--- src/logic/pcc_pkg.sv ---
// Purpose: Shared constants and types of the port remap and config block
// Assumes: Register addresses are eight bits, data is one byte
// Notes: Protected ranges are shared by the write gate and its checks

package pcc_pkg;

  // ********************************************************************
  // Register map
  // ********************************************************************
  localparam logic [7:0] PCC_ADDR_PORT3_MAP = 8'hFC;
  localparam logic [7:0] PCC_ADDR_STATUS = 8'hFF;
  localparam logic [7:0] PCC_PORT3_MAP_RST = 8'h03;
  localparam logic [7:0] PCC_STATUS_RST = 8'h00;
  localparam logic [7:0] PCC_UNMAPPED_RD = 8'h00;
  localparam logic [7:0] PCC_PTR_RST = 8'h00;
  localparam logic [7:0] PCC_PTR_STEP = 8'h01;

  // ********************************************************************
  // Field layout
  // ********************************************************************
  localparam int PCC_SRST_BIT = 1;
  localparam int PCC_PROT_BIT = 0;
  localparam int PCC_CODE_MSB = 3;
  localparam logic [3:0] PCC_CODE_DIS = 4'h0;
  localparam logic [3:0] PCC_CODE_LAST = 4'h3;
  localparam logic [1:0] PCC_NATURAL_PORT = 2'h3;
  localparam logic [1:0] PCC_NO_PORT = 2'h0;

  // ********************************************************************
  // Protected configuration ranges and serial constants
  // ********************************************************************
  localparam logic [7:0] PCC_PROT_LO_END = 8'hE1;
  localparam logic [7:0] PCC_PROT_HI_BEG = 8'hEF;
  localparam logic [2:0] PCC_BIT_LAST = 3'h7;
  localparam logic [2:0] PCC_BIT_STEP = 3'h1;
  localparam logic [6:0] PCC_SLAVE_ADDR_DEF = 7'h08;

  typedef enum logic [2:0] {
    PCC_ST_IDLE, PCC_ST_RX, PCC_ST_ACK, PCC_ST_TX, PCC_ST_TXACK,
    PCC_ST_WAIT
  } pcc_state_t;

  typedef enum logic [1:0] {
    PCC_ROLE_ADDR, PCC_ROLE_REG, PCC_ROLE_DATA
  } pcc_role_t;

  // True for addresses that the protect bit locks
  function automatic logic pcc_is_protected(input logic [7:0] a);
    pcc_is_protected = (a <= PCC_PROT_LO_END) || (a >= PCC_PROT_HI_BEG);
  endfunction

endpackage

--- src/logic/pcc_line_if.sv ---
// Purpose: Carries synchronised serial line events to the engine
// Assumes: All signals are in the clk domain
// Notes: Event signals are one-cycle pulses

`timescale 1ns/100ps

interface pcc_line_if;
  logic scl_rise;
  logic scl_fall;
  logic start;
  logic stop;
  logic sda_lvl;

  modport det (output scl_rise, scl_fall, start, stop, sda_lvl);
  modport eng (input scl_rise, scl_fall, start, stop, sda_lvl);
endinterface

--- src/logic/pcc_line_detect.sv ---
// Purpose: Synchronise the serial pins and detect edges, start and stop
// Assumes: Pins are asynchronous to clk
// Notes: Events are judged from second and third stages only

`timescale 1ns/100ps

module pcc_line_detect
  import pcc_pkg::*;
(
  // Clock and reset
  input wire logic clk,
  input wire logic rst_n,
  // Raw pin levels
  input wire logic scl_in,
  input wire logic sda_in,
  // Line events
  pcc_line_if.det lp
);

  logic [2:0] scl_q;
  logic [2:0] scl_d;
  logic [2:0] sda_q;
  logic [2:0] sda_d;

  // Shift chain: stage 0 feeds only stage 1
  always_comb begin
    scl_d = {scl_q[1:0], scl_in};
    sda_d = {sda_q[1:0], sda_in};
  end

  // Idle bus is high, so reset to high to avoid a false start
  always_ff @(posedge clk or negedge rst_n) begin
    if (!rst_n) begin
      scl_q <= 3'h7;
      sda_q <= 3'h7;
    end else begin
      scl_q <= scl_d;
      sda_q <= sda_d;
    end
  end

  // Events from stage 1 (current) against stage 2 (previous)
  assign lp.scl_rise = scl_q[1] & ~scl_q[2];
  assign lp.scl_fall = ~scl_q[1] & scl_q[2];
  assign lp.start = scl_q[1] & scl_q[2] & ~sda_q[1] & sda_q[2];
  assign lp.stop = scl_q[1] & scl_q[2] & sda_q[1] & ~sda_q[2];
  assign lp.sda_lvl = sda_q[1];

endmodule

--- src/logic/pcc_port_remap_cfg.sv ---
// Purpose: Serial slave with port 3 remap and status/command registers
// Assumes: scl and sda are open-drain, sampled at 250 MHz
// Notes: Port mapping outputs are registered from the map register

`timescale 1ns/100ps

module pcc_port_remap_cfg
  import pcc_pkg::*;
#(
  parameter logic [6:0] SLAVE_ADDR = PCC_SLAVE_ADDR_DEF
) (
  // Clock and reset
  input wire logic clk,
  input wire logic rst_n,
  // Serial pins
  input wire logic scl_in,
  input wire logic sda_in,
  output logic sda_out,
  output logic sda_oe_n,
  // Hub datapath
  input wire logic remap_mode_enable,
  output logic port3_enable,
  output logic [1:0] port3_logical,
  output logic config_protected
);

  // ********************************************************************
  // Line events
  // ********************************************************************
  pcc_line_if ln ();

  pcc_line_detect u_detect (
    .clk(clk),
    .rst_n(rst_n),
    .scl_in(scl_in),
    .sda_in(sda_in),
    .lp(ln)
  );

  // ********************************************************************
  // Serial engine
  // ********************************************************************
  pcc_state_t st_q;
  pcc_state_t st_d;
  pcc_role_t role_q;
  pcc_role_t role_d;
  logic [2:0] cnt_q;
  logic [2:0] cnt_d;
  logic [7:0] sh_q;
  logic [7:0] sh_d;
  logic full_q;
  logic full_d;
  logic rw_q;
  logic rw_d;
  logic [7:0] ptr_q;
  logic [7:0] ptr_d;
  logic [7:0] tx_q;
  logic [7:0] tx_d;
  logic pend_q;
  logic pend_d;
  logic drive_q;
  logic drive_d;
  logic wr_en;
  logic wr_ok;
  logic [7:0] map_q;
  logic [7:0] map_d;
  logic prot_q;
  logic prot_d;
  logic [7:0] rd_val;

  // Writes land only when unlocked or outside the locked ranges
  assign wr_ok = !prot_q || !pcc_is_protected(ptr_q);

  // Read mux; soft reset bit is never stored, so it reads zero
  always_comb begin
    rd_val = PCC_UNMAPPED_RD;
    if (ptr_q == PCC_ADDR_PORT3_MAP) begin
      rd_val = map_q;
    end else if (ptr_q == PCC_ADDR_STATUS) begin
      rd_val = PCC_STATUS_RST;
      rd_val[PCC_PROT_BIT] = prot_q;
    end
  end

  // Next state of the byte engine
  always_comb begin
    st_d = st_q;
    role_d = role_q;
    cnt_d = cnt_q;
    sh_d = sh_q;
    full_d = full_q;
    rw_d = rw_q;
    ptr_d = ptr_q;
    tx_d = tx_q;
    pend_d = pend_q;
    wr_en = 1'b0;
    if (ln.stop) begin
      st_d = PCC_ST_IDLE;
    end else if (ln.start) begin
      st_d = PCC_ST_RX;
      role_d = PCC_ROLE_ADDR;
      cnt_d = '0;
      full_d = 1'b0;
    end else begin
      case (st_q)
        PCC_ST_RX: begin
          if (ln.scl_rise) begin
            sh_d = {sh_q[6:0], ln.sda_lvl};
            cnt_d = cnt_q + PCC_BIT_STEP;
            full_d = (cnt_q == PCC_BIT_LAST);
          end else if (ln.scl_fall && full_q) begin
            full_d = 1'b0;
            cnt_d = '0;
            st_d = PCC_ST_ACK;
            case (role_q)
              PCC_ROLE_ADDR: begin
                if (sh_q[7:1] == SLAVE_ADDR) begin
                  rw_d = sh_q[0];
                end else begin
                  st_d = PCC_ST_WAIT;
                end
              end
              PCC_ROLE_REG: begin
                ptr_d = sh_q;
              end
              default: begin
                // Locked writes are still acknowledged
                wr_en = 1'b1;
                ptr_d = ptr_q + PCC_PTR_STEP;
                if (ptr_q == PCC_ADDR_STATUS && wr_ok &&
                    sh_q[PCC_SRST_BIT]) begin
                  pend_d = 1'b1;
                end
              end
            endcase
          end
        end
        PCC_ST_ACK: begin
          if (ln.scl_fall) begin
            if (pend_q) begin
              // Serial side restarts after the acknowledge
              st_d = PCC_ST_WAIT;
              ptr_d = PCC_PTR_RST;
              pend_d = 1'b0;
            end else if (role_q == PCC_ROLE_ADDR && rw_q) begin
              st_d = PCC_ST_TX;
              tx_d = rd_val;
              ptr_d = ptr_q + PCC_PTR_STEP;
            end else begin
              st_d = PCC_ST_RX;
              role_d = (role_q == PCC_ROLE_ADDR) ? PCC_ROLE_REG :
                       PCC_ROLE_DATA;
            end
          end
        end
        PCC_ST_TX: begin
          if (ln.scl_fall) begin
            tx_d = {tx_q[6:0], 1'b0};
            cnt_d = cnt_q + PCC_BIT_STEP;
            if (cnt_q == PCC_BIT_LAST) begin
              st_d = PCC_ST_TXACK;
              cnt_d = '0;
            end
          end
        end
        PCC_ST_TXACK: begin
          if (ln.scl_rise && ln.sda_lvl) begin
            st_d = PCC_ST_WAIT; // Master NACK ends the read
          end else if (ln.scl_fall) begin
            st_d = PCC_ST_TX;
            tx_d = rd_val;
            ptr_d = ptr_q + PCC_PTR_STEP;
          end
        end
        default: begin
        end
      endcase
    end
    // Pull sda low for acknowledge and for zero data bits
    drive_d = (st_d == PCC_ST_ACK) || (st_d == PCC_ST_TX && !tx_d[7]);
  end

  // Engine registers
  always_ff @(posedge clk or negedge rst_n) begin
    if (!rst_n) begin
      st_q <= PCC_ST_IDLE;
      role_q <= PCC_ROLE_ADDR;
      cnt_q <= '0;
      sh_q <= '0;
      full_q <= 1'b0;
      rw_q <= 1'b0;
      ptr_q <= PCC_PTR_RST;
      tx_q <= '0;
      pend_q <= 1'b0;
      drive_q <= 1'b0;
    end else begin
      st_q <= st_d;
      role_q <= role_d;
      cnt_q <= cnt_d;
      sh_q <= sh_d;
      full_q <= full_d;
      rw_q <= rw_d;
      ptr_q <= ptr_d;
      tx_q <= tx_d;
      pend_q <= pend_d;
      drive_q <= drive_d;
    end
  end

  // Open drain: only ever pulls low
  assign sda_out = 1'b0;
  assign sda_oe_n = ~drive_q;

  // ********************************************************************
  // Configuration registers
  // ********************************************************************

  // Map and protect updates; protect is sticky until the pin reset
  always_comb begin
    map_d = map_q;
    prot_d = prot_q;
    if (wr_en && wr_ok) begin
      if (ptr_q == PCC_ADDR_PORT3_MAP) begin
        map_d = sh_q;
      end else if (ptr_q == PCC_ADDR_STATUS) begin
        prot_d = prot_q | sh_q[PCC_PROT_BIT];
        if (sh_q[PCC_SRST_BIT]) begin
          map_d = PCC_PORT3_MAP_RST;
        end
      end
    end
  end

  // Mapping decode; codes above three fall back to disabled
  logic p3_en_d;
  logic [1:0] p3_log_d;
  logic p3_en_q;
  logic [1:0] p3_log_q;
  always_comb begin
    p3_en_d = 1'b1;
    p3_log_d = PCC_NATURAL_PORT;
    if (remap_mode_enable) begin
      if (map_q[PCC_CODE_MSB:0] == PCC_CODE_DIS ||
          map_q[PCC_CODE_MSB:0] > PCC_CODE_LAST) begin
        p3_en_d = 1'b0;
        p3_log_d = PCC_NO_PORT;
      end else begin
        p3_log_d = map_q[1:0];
      end
    end
  end

  always_ff @(posedge clk or negedge rst_n) begin
    if (!rst_n) begin
      map_q <= PCC_PORT3_MAP_RST;
      prot_q <= 1'b0;
      p3_en_q <= 1'b1;
      p3_log_q <= PCC_NATURAL_PORT;
    end else begin
      map_q <= map_d;
      prot_q <= prot_d;
      p3_en_q <= p3_en_d;
      p3_log_q <= p3_log_d;
    end
  end

  assign port3_enable = p3_en_q;
  assign port3_logical = p3_log_q;
  assign config_protected = prot_q;
endmodule

--- config.mk ---
export PLATFORM = sky130hd
export DESIGN_NAME = pcc_port_remap_cfg
export DESIGN_NICKNAME = d
export VERILOG_FILES = /design/src/logic/pcc_pkg.sv /design/src/logic/pcc_line_if.sv /design/src/logic/pcc_line_detect.sv /design/src/logic/pcc_port_remap_cfg.sv
export SDC_FILE = /design/constraint.sdc
export NUM_CORES = 1
export LEC_CHECK = 0
export BUFFER_PORTS_ARGS = -buffer_cell sky130_fd_sc_hd__clkbuf_2
export CORE_ASPECT_RATIO = 1.2
export CORE_MARGIN = 5
export CORE_UTILIZATION = 60
export DETAILED_ROUTE_END_ITERATION = 7
export HOLD_SLACK_MARGIN = 0.15
export PLACE_DENSITY = 0.85
export SLEW_MARGIN = 25
export SYNTH_ARGS = -nofsm -noshare
export SYNTH_HDL_FRONTEND = slang
export SYNTH_HIERARCHICAL = 1
export SYNTH_SLANG_ARGS = --single-unit
--- constraint.sdc ---
create_clock -name clk -period 5.4 [get_ports clk]
set_input_delay 1.08 -clock clk [delete_from_list [all_inputs] [get_ports clk]]
set_output_delay 1.08 -clock clk [all_outputs]
set_load 0.03 [all_outputs]
==> key figures <==
Final layout
  • Nets@finish: 319
  • ANT cells: 0
  • Fraction of layout cells with a size suffix above 1: between 10% and 20%
  • Area growth from synthesis to layout: 5.607%

STA
  • Crit path time final: 2.520 ns
  • F_max: 0.3967 GHz
  • Slew headroom: 50.83%
  • Final Hold Vio Count: 0
  • Clk_skew: ~0.0035 ns
  • Total negative slack: 0 ns
  • Max-slew violation count: 0
  • Worst-Margin Slew: roughly 0.73 ns
  • RSZ-0062 raised after global routing: no
  • Minimum hold slack: 0.3593 ns
  • Period utilization: around 47%
  • Setup Viol. Count Final: 0

Drt
  • Final WL: ~6100 um
  • DRC: 0
  • Initial DRC count: 170
  • Routed len/inst: 16.46 um
  • Via count: 2349
  • Vias per std cell: 6.332
  • Final ANT Viol Nets: 0
  • DRT Pass-1 Iters: 5

Clocking
  • # resized after CTS: 0
  • H-Tree Depth: 2
  • CTS tree: yes
  • Worst skew pair latency: 0.30 ns
  • CTS buffer count: 5
  • CTS sink cnt: 54
  • Clock transition at path regs: 0.09 ns
  • Bufs on Longest Clock Path: 2
  • Root buffer cell: clkbuf_8
  • Setup bufs post-CTS: 0
  • CTS Hold Bufs: 0

Logic synthesis
  • Syn. warnings: 6
  • Count of state elements after synthesis: 54
  • Cell Area, Synth: approximately 3000 um2
  • Library cells used by synthesis: 66
  • Number of synthesized flops with an enable pin: 0
  • Syn Inst Count: roughly 300
  • Avg Cell Area, Syn: 9.667 um2
  • Syn_nets: 316
  • Asr flop ratio synth: 100.0%
  • Most used DFF post-synth: dfrtp_1
  • Part of the Yosys area used for sequential elements: 45.99%

Floorplan
  • Num rows: 28
  • Die width: 74.20 um
  • # IOs: 11
  • Die height: approximately 87 um
  • Die area: roughly 6500 um2
  • Core area: 4870 um2
  • Initial Util: between 60% and 70%

Setup path
  • Critical path fanouts, max: 21
  • Critical setup path kind: reg -> reg
  • CP Cell Sequence: nor3b_4 -> nand3_2 -> or3_1 -> or3_1 -> a22o_1
  • Slowest CP cell: dfrtp_1
  • RR Startpoint: st_q[0]$_DFF_PN0_
  • Crit. End Element: register
  • Req. time, crit path: 5.60 ns
  • CP arrival: 2.72 ns
  • Reg2Reg Setup Slack: about 2.9 ns
  • Top cell by count, worst path: or3_1
  • Worst R2R Path Depth: 5
  • FF-to-FF End: map_q[4]$_DFFE_PN0P_
  • Crit path largest cell delay: between 0.7 and 0.8 ns
  • Critical Path Source Type: register

Worst hold path
  • Worst hold path type: reg -> reg
  • Worst hold start: u_detect/scl_q[0]$_DFF_PN1_
  • Hold Path Sink: u_detect/scl_q[1]$_DFF_PN1_
  • WHS Path Cells: 0

Global route
  • First-pass GRT wire length: between 10000 and 15000 um
  • Pin count of the biggest net entering global routing: 55
  • Gr usage total: 20.88%
  • GRT overflow: 0
  • Antenna violations before repair: 0
  • Number of global-route vias before repair: 2268

Run status
  • Outcome: completed

Placement
  • Gpl congestion: approximately 0.94
  • DP HPWL: 4415 um
  • I/O Buffers: 9

Power
  • Leak: approximately 1.4 nW
  • Maximum vdd drop: ~0.27 mV
  • PwrDens: approximately 460 nW/um2

Job
  • Max-Cap Viols: 0
## synth_stat cells, types with 4 or more instances
cell | number | area share, %
dfrtp_1 | 43 | 36
nand2_1 | 27 | 3.4
nor2_1 | 23 | 2.9
o21ai_0 | 19 | 3.2
a21oi_1 | 18 | 3.0
inv_1 | 17 | 2.2
a22oi_1 | 13 | 3.3
dfstp_2 | 11 | 9.7
nand3_1 | 11 | 1.9
mux2_2 | 8 | 3.0
a22o_1 | 6 | 1.8
nor3_1 | 6 | 1.0
a31oi_1 | 5 | 1.1
buf_2 | 5 | 0.84
a21o_1 | 4 | 1.0
clkbuf_1 | 4 | 0.51
ha_1 | 4 | 1.7
nor2b_1 | 4 | 0.84
o31ai_1 | 4 | 1.0
## power breakdown
group	total [mW]	switching, mW	internal (mW)	leakage (nW)
Sequential	0.644	0.145	0.498	0.679
Combinational	0.522	0.299	0.223	0.620
Clock	0.269	0.130	0.139	0.0585
## worst max-delay path, delay by kind of cell (launching register included)
| family | cells | cell delay, ns |
|---|---|---|
| and+or+nand+nor | 4 | 1.37 |
| DFF | 1 | 0.76 |
| AOI/OAI and AO/OA | 1 | 0.28 |
## kinds of logic (layout without fill, tap and decap cells)
kind of cell / after synthesis / count (layout) / share of synthesized area (%)
DFF: 54 / 54 / 45.99
and+or+nand+nor: 108 / 108 / 20.57
xor gates and xnor gates: 3 / 3 / 0.8855
AOI/OAI and AO/OA: 96 / 96 / 22.43
muxes: 9 / 9 / 3.415
other: 1 / 1 / 0.1264
adders and majority gates: 4 / 4 / 1.686
buffers and inverters: 32 / 36 / 4.890
## registers in the layout (all words and copies together) (netlist names), 3 cells and up
| register | count |
|---|---|
| map_q | 8 |
| ptr_q | 8 |
| sh_q | 8 |
| tx_q | 8 |
| cnt_q | 3 |
| st_q | 3 |
| u_detect/scl_q | 3 |
| u_detect/sda_q | 3 |
## area by class of cell
type / count / area (um2)
repair buffers: 11 / 60.06
multi-input cells: 221 / 1458
flip-flops and latches: 54 / 1365
inverters: 17 / 63.81
clock buffers: 5 / 68.82
fillers: 397 / 1735
clock inverters: 3 / 43.79
well taps: 60 / 75.07
## how the worst max path moves through the flow
stage                     slack [ns]              endpoint                        start
after global placement          2.98  map_q[2]$_DFFE_PN0P_            st_q[0]$_DFF_PN0_
after detailed placement        2.92  map_q[4]$_DFFE_PN0P_  u_detect/scl_q[2]$_DFF_PN1_
final                           2.88  map_q[4]$_DFFE_PN0P_            st_q[0]$_DFF_PN0_
after CTS                       2.89  map_q[4]$_DFFE_PN0P_            st_q[0]$_DFF_PN0_
after floorplan                 3.12  map_q[2]$_DFFE_PN0P_  u_detect/sda_q[1]$_DFF_PN1_
after global routing            2.76  map_q[4]$_DFFE_PN0P_  u_detect/scl_q[2]$_DFF_PN1_
## cell usage in the layout (no fill, tap or decap), types with 3 or more instances in the layout
cell type	count
nor3_1	6
nor2b_1	4
nand2b_1	3
clkbuf_8	5
a22o_1	6
o21a_1	3
o31ai_1	4
and3b_1	3
o2bb2ai_1	3
dfstp_2	11
nor2_1	23
nand3_1	11
and3_1	3
a21o_1	4
inv_1	17
nand2_1	27
a22oi_1	13
mux2_2	8
o21ai_0	19
ha_1	4
dfrtp_1	43
nor3b_1	3
a31oi_1	5
a21boi_0	3
clkbuf_2	9
a21oi_1	18
## metrics by stage
stage / worst slack, ns / power, mW / area [um2] / std cells / utilization [%]
4_1_cts: 2.894 / 1.433 / 3134 / 371 / 64.36
3_5_place_dp: 2.916 / 1.163 / 3022 / 363 / 62.05
2_1_floorplan: 3.124 / 1.042 / 2968 / 307 / -
6_report: 2.880 / 1.434 / 3134 / 371 / 64.36
3_3_place_gp: 2.982 / 1.140 / 3022 / 363 / 62.05
5_1_grt: 2.759 / 1.541 / 3134 / 371 / 64.36
## layer usage
| layer | vias to the layer above | wire [um] | GRT usage [%] |
|---|---|---|---|
| met5 | - | 0 | 0 |
| met4 | 0 | 66 | 4.778 |
| met3 | 12 | 286 | 3.349 |
| met2 | 63 | 3093 | 35.73 |
| met1 | 1145 | 2660 | 27.65 |
| li1 | 1129 | - | - |
(Power assumes the default switching activity.)
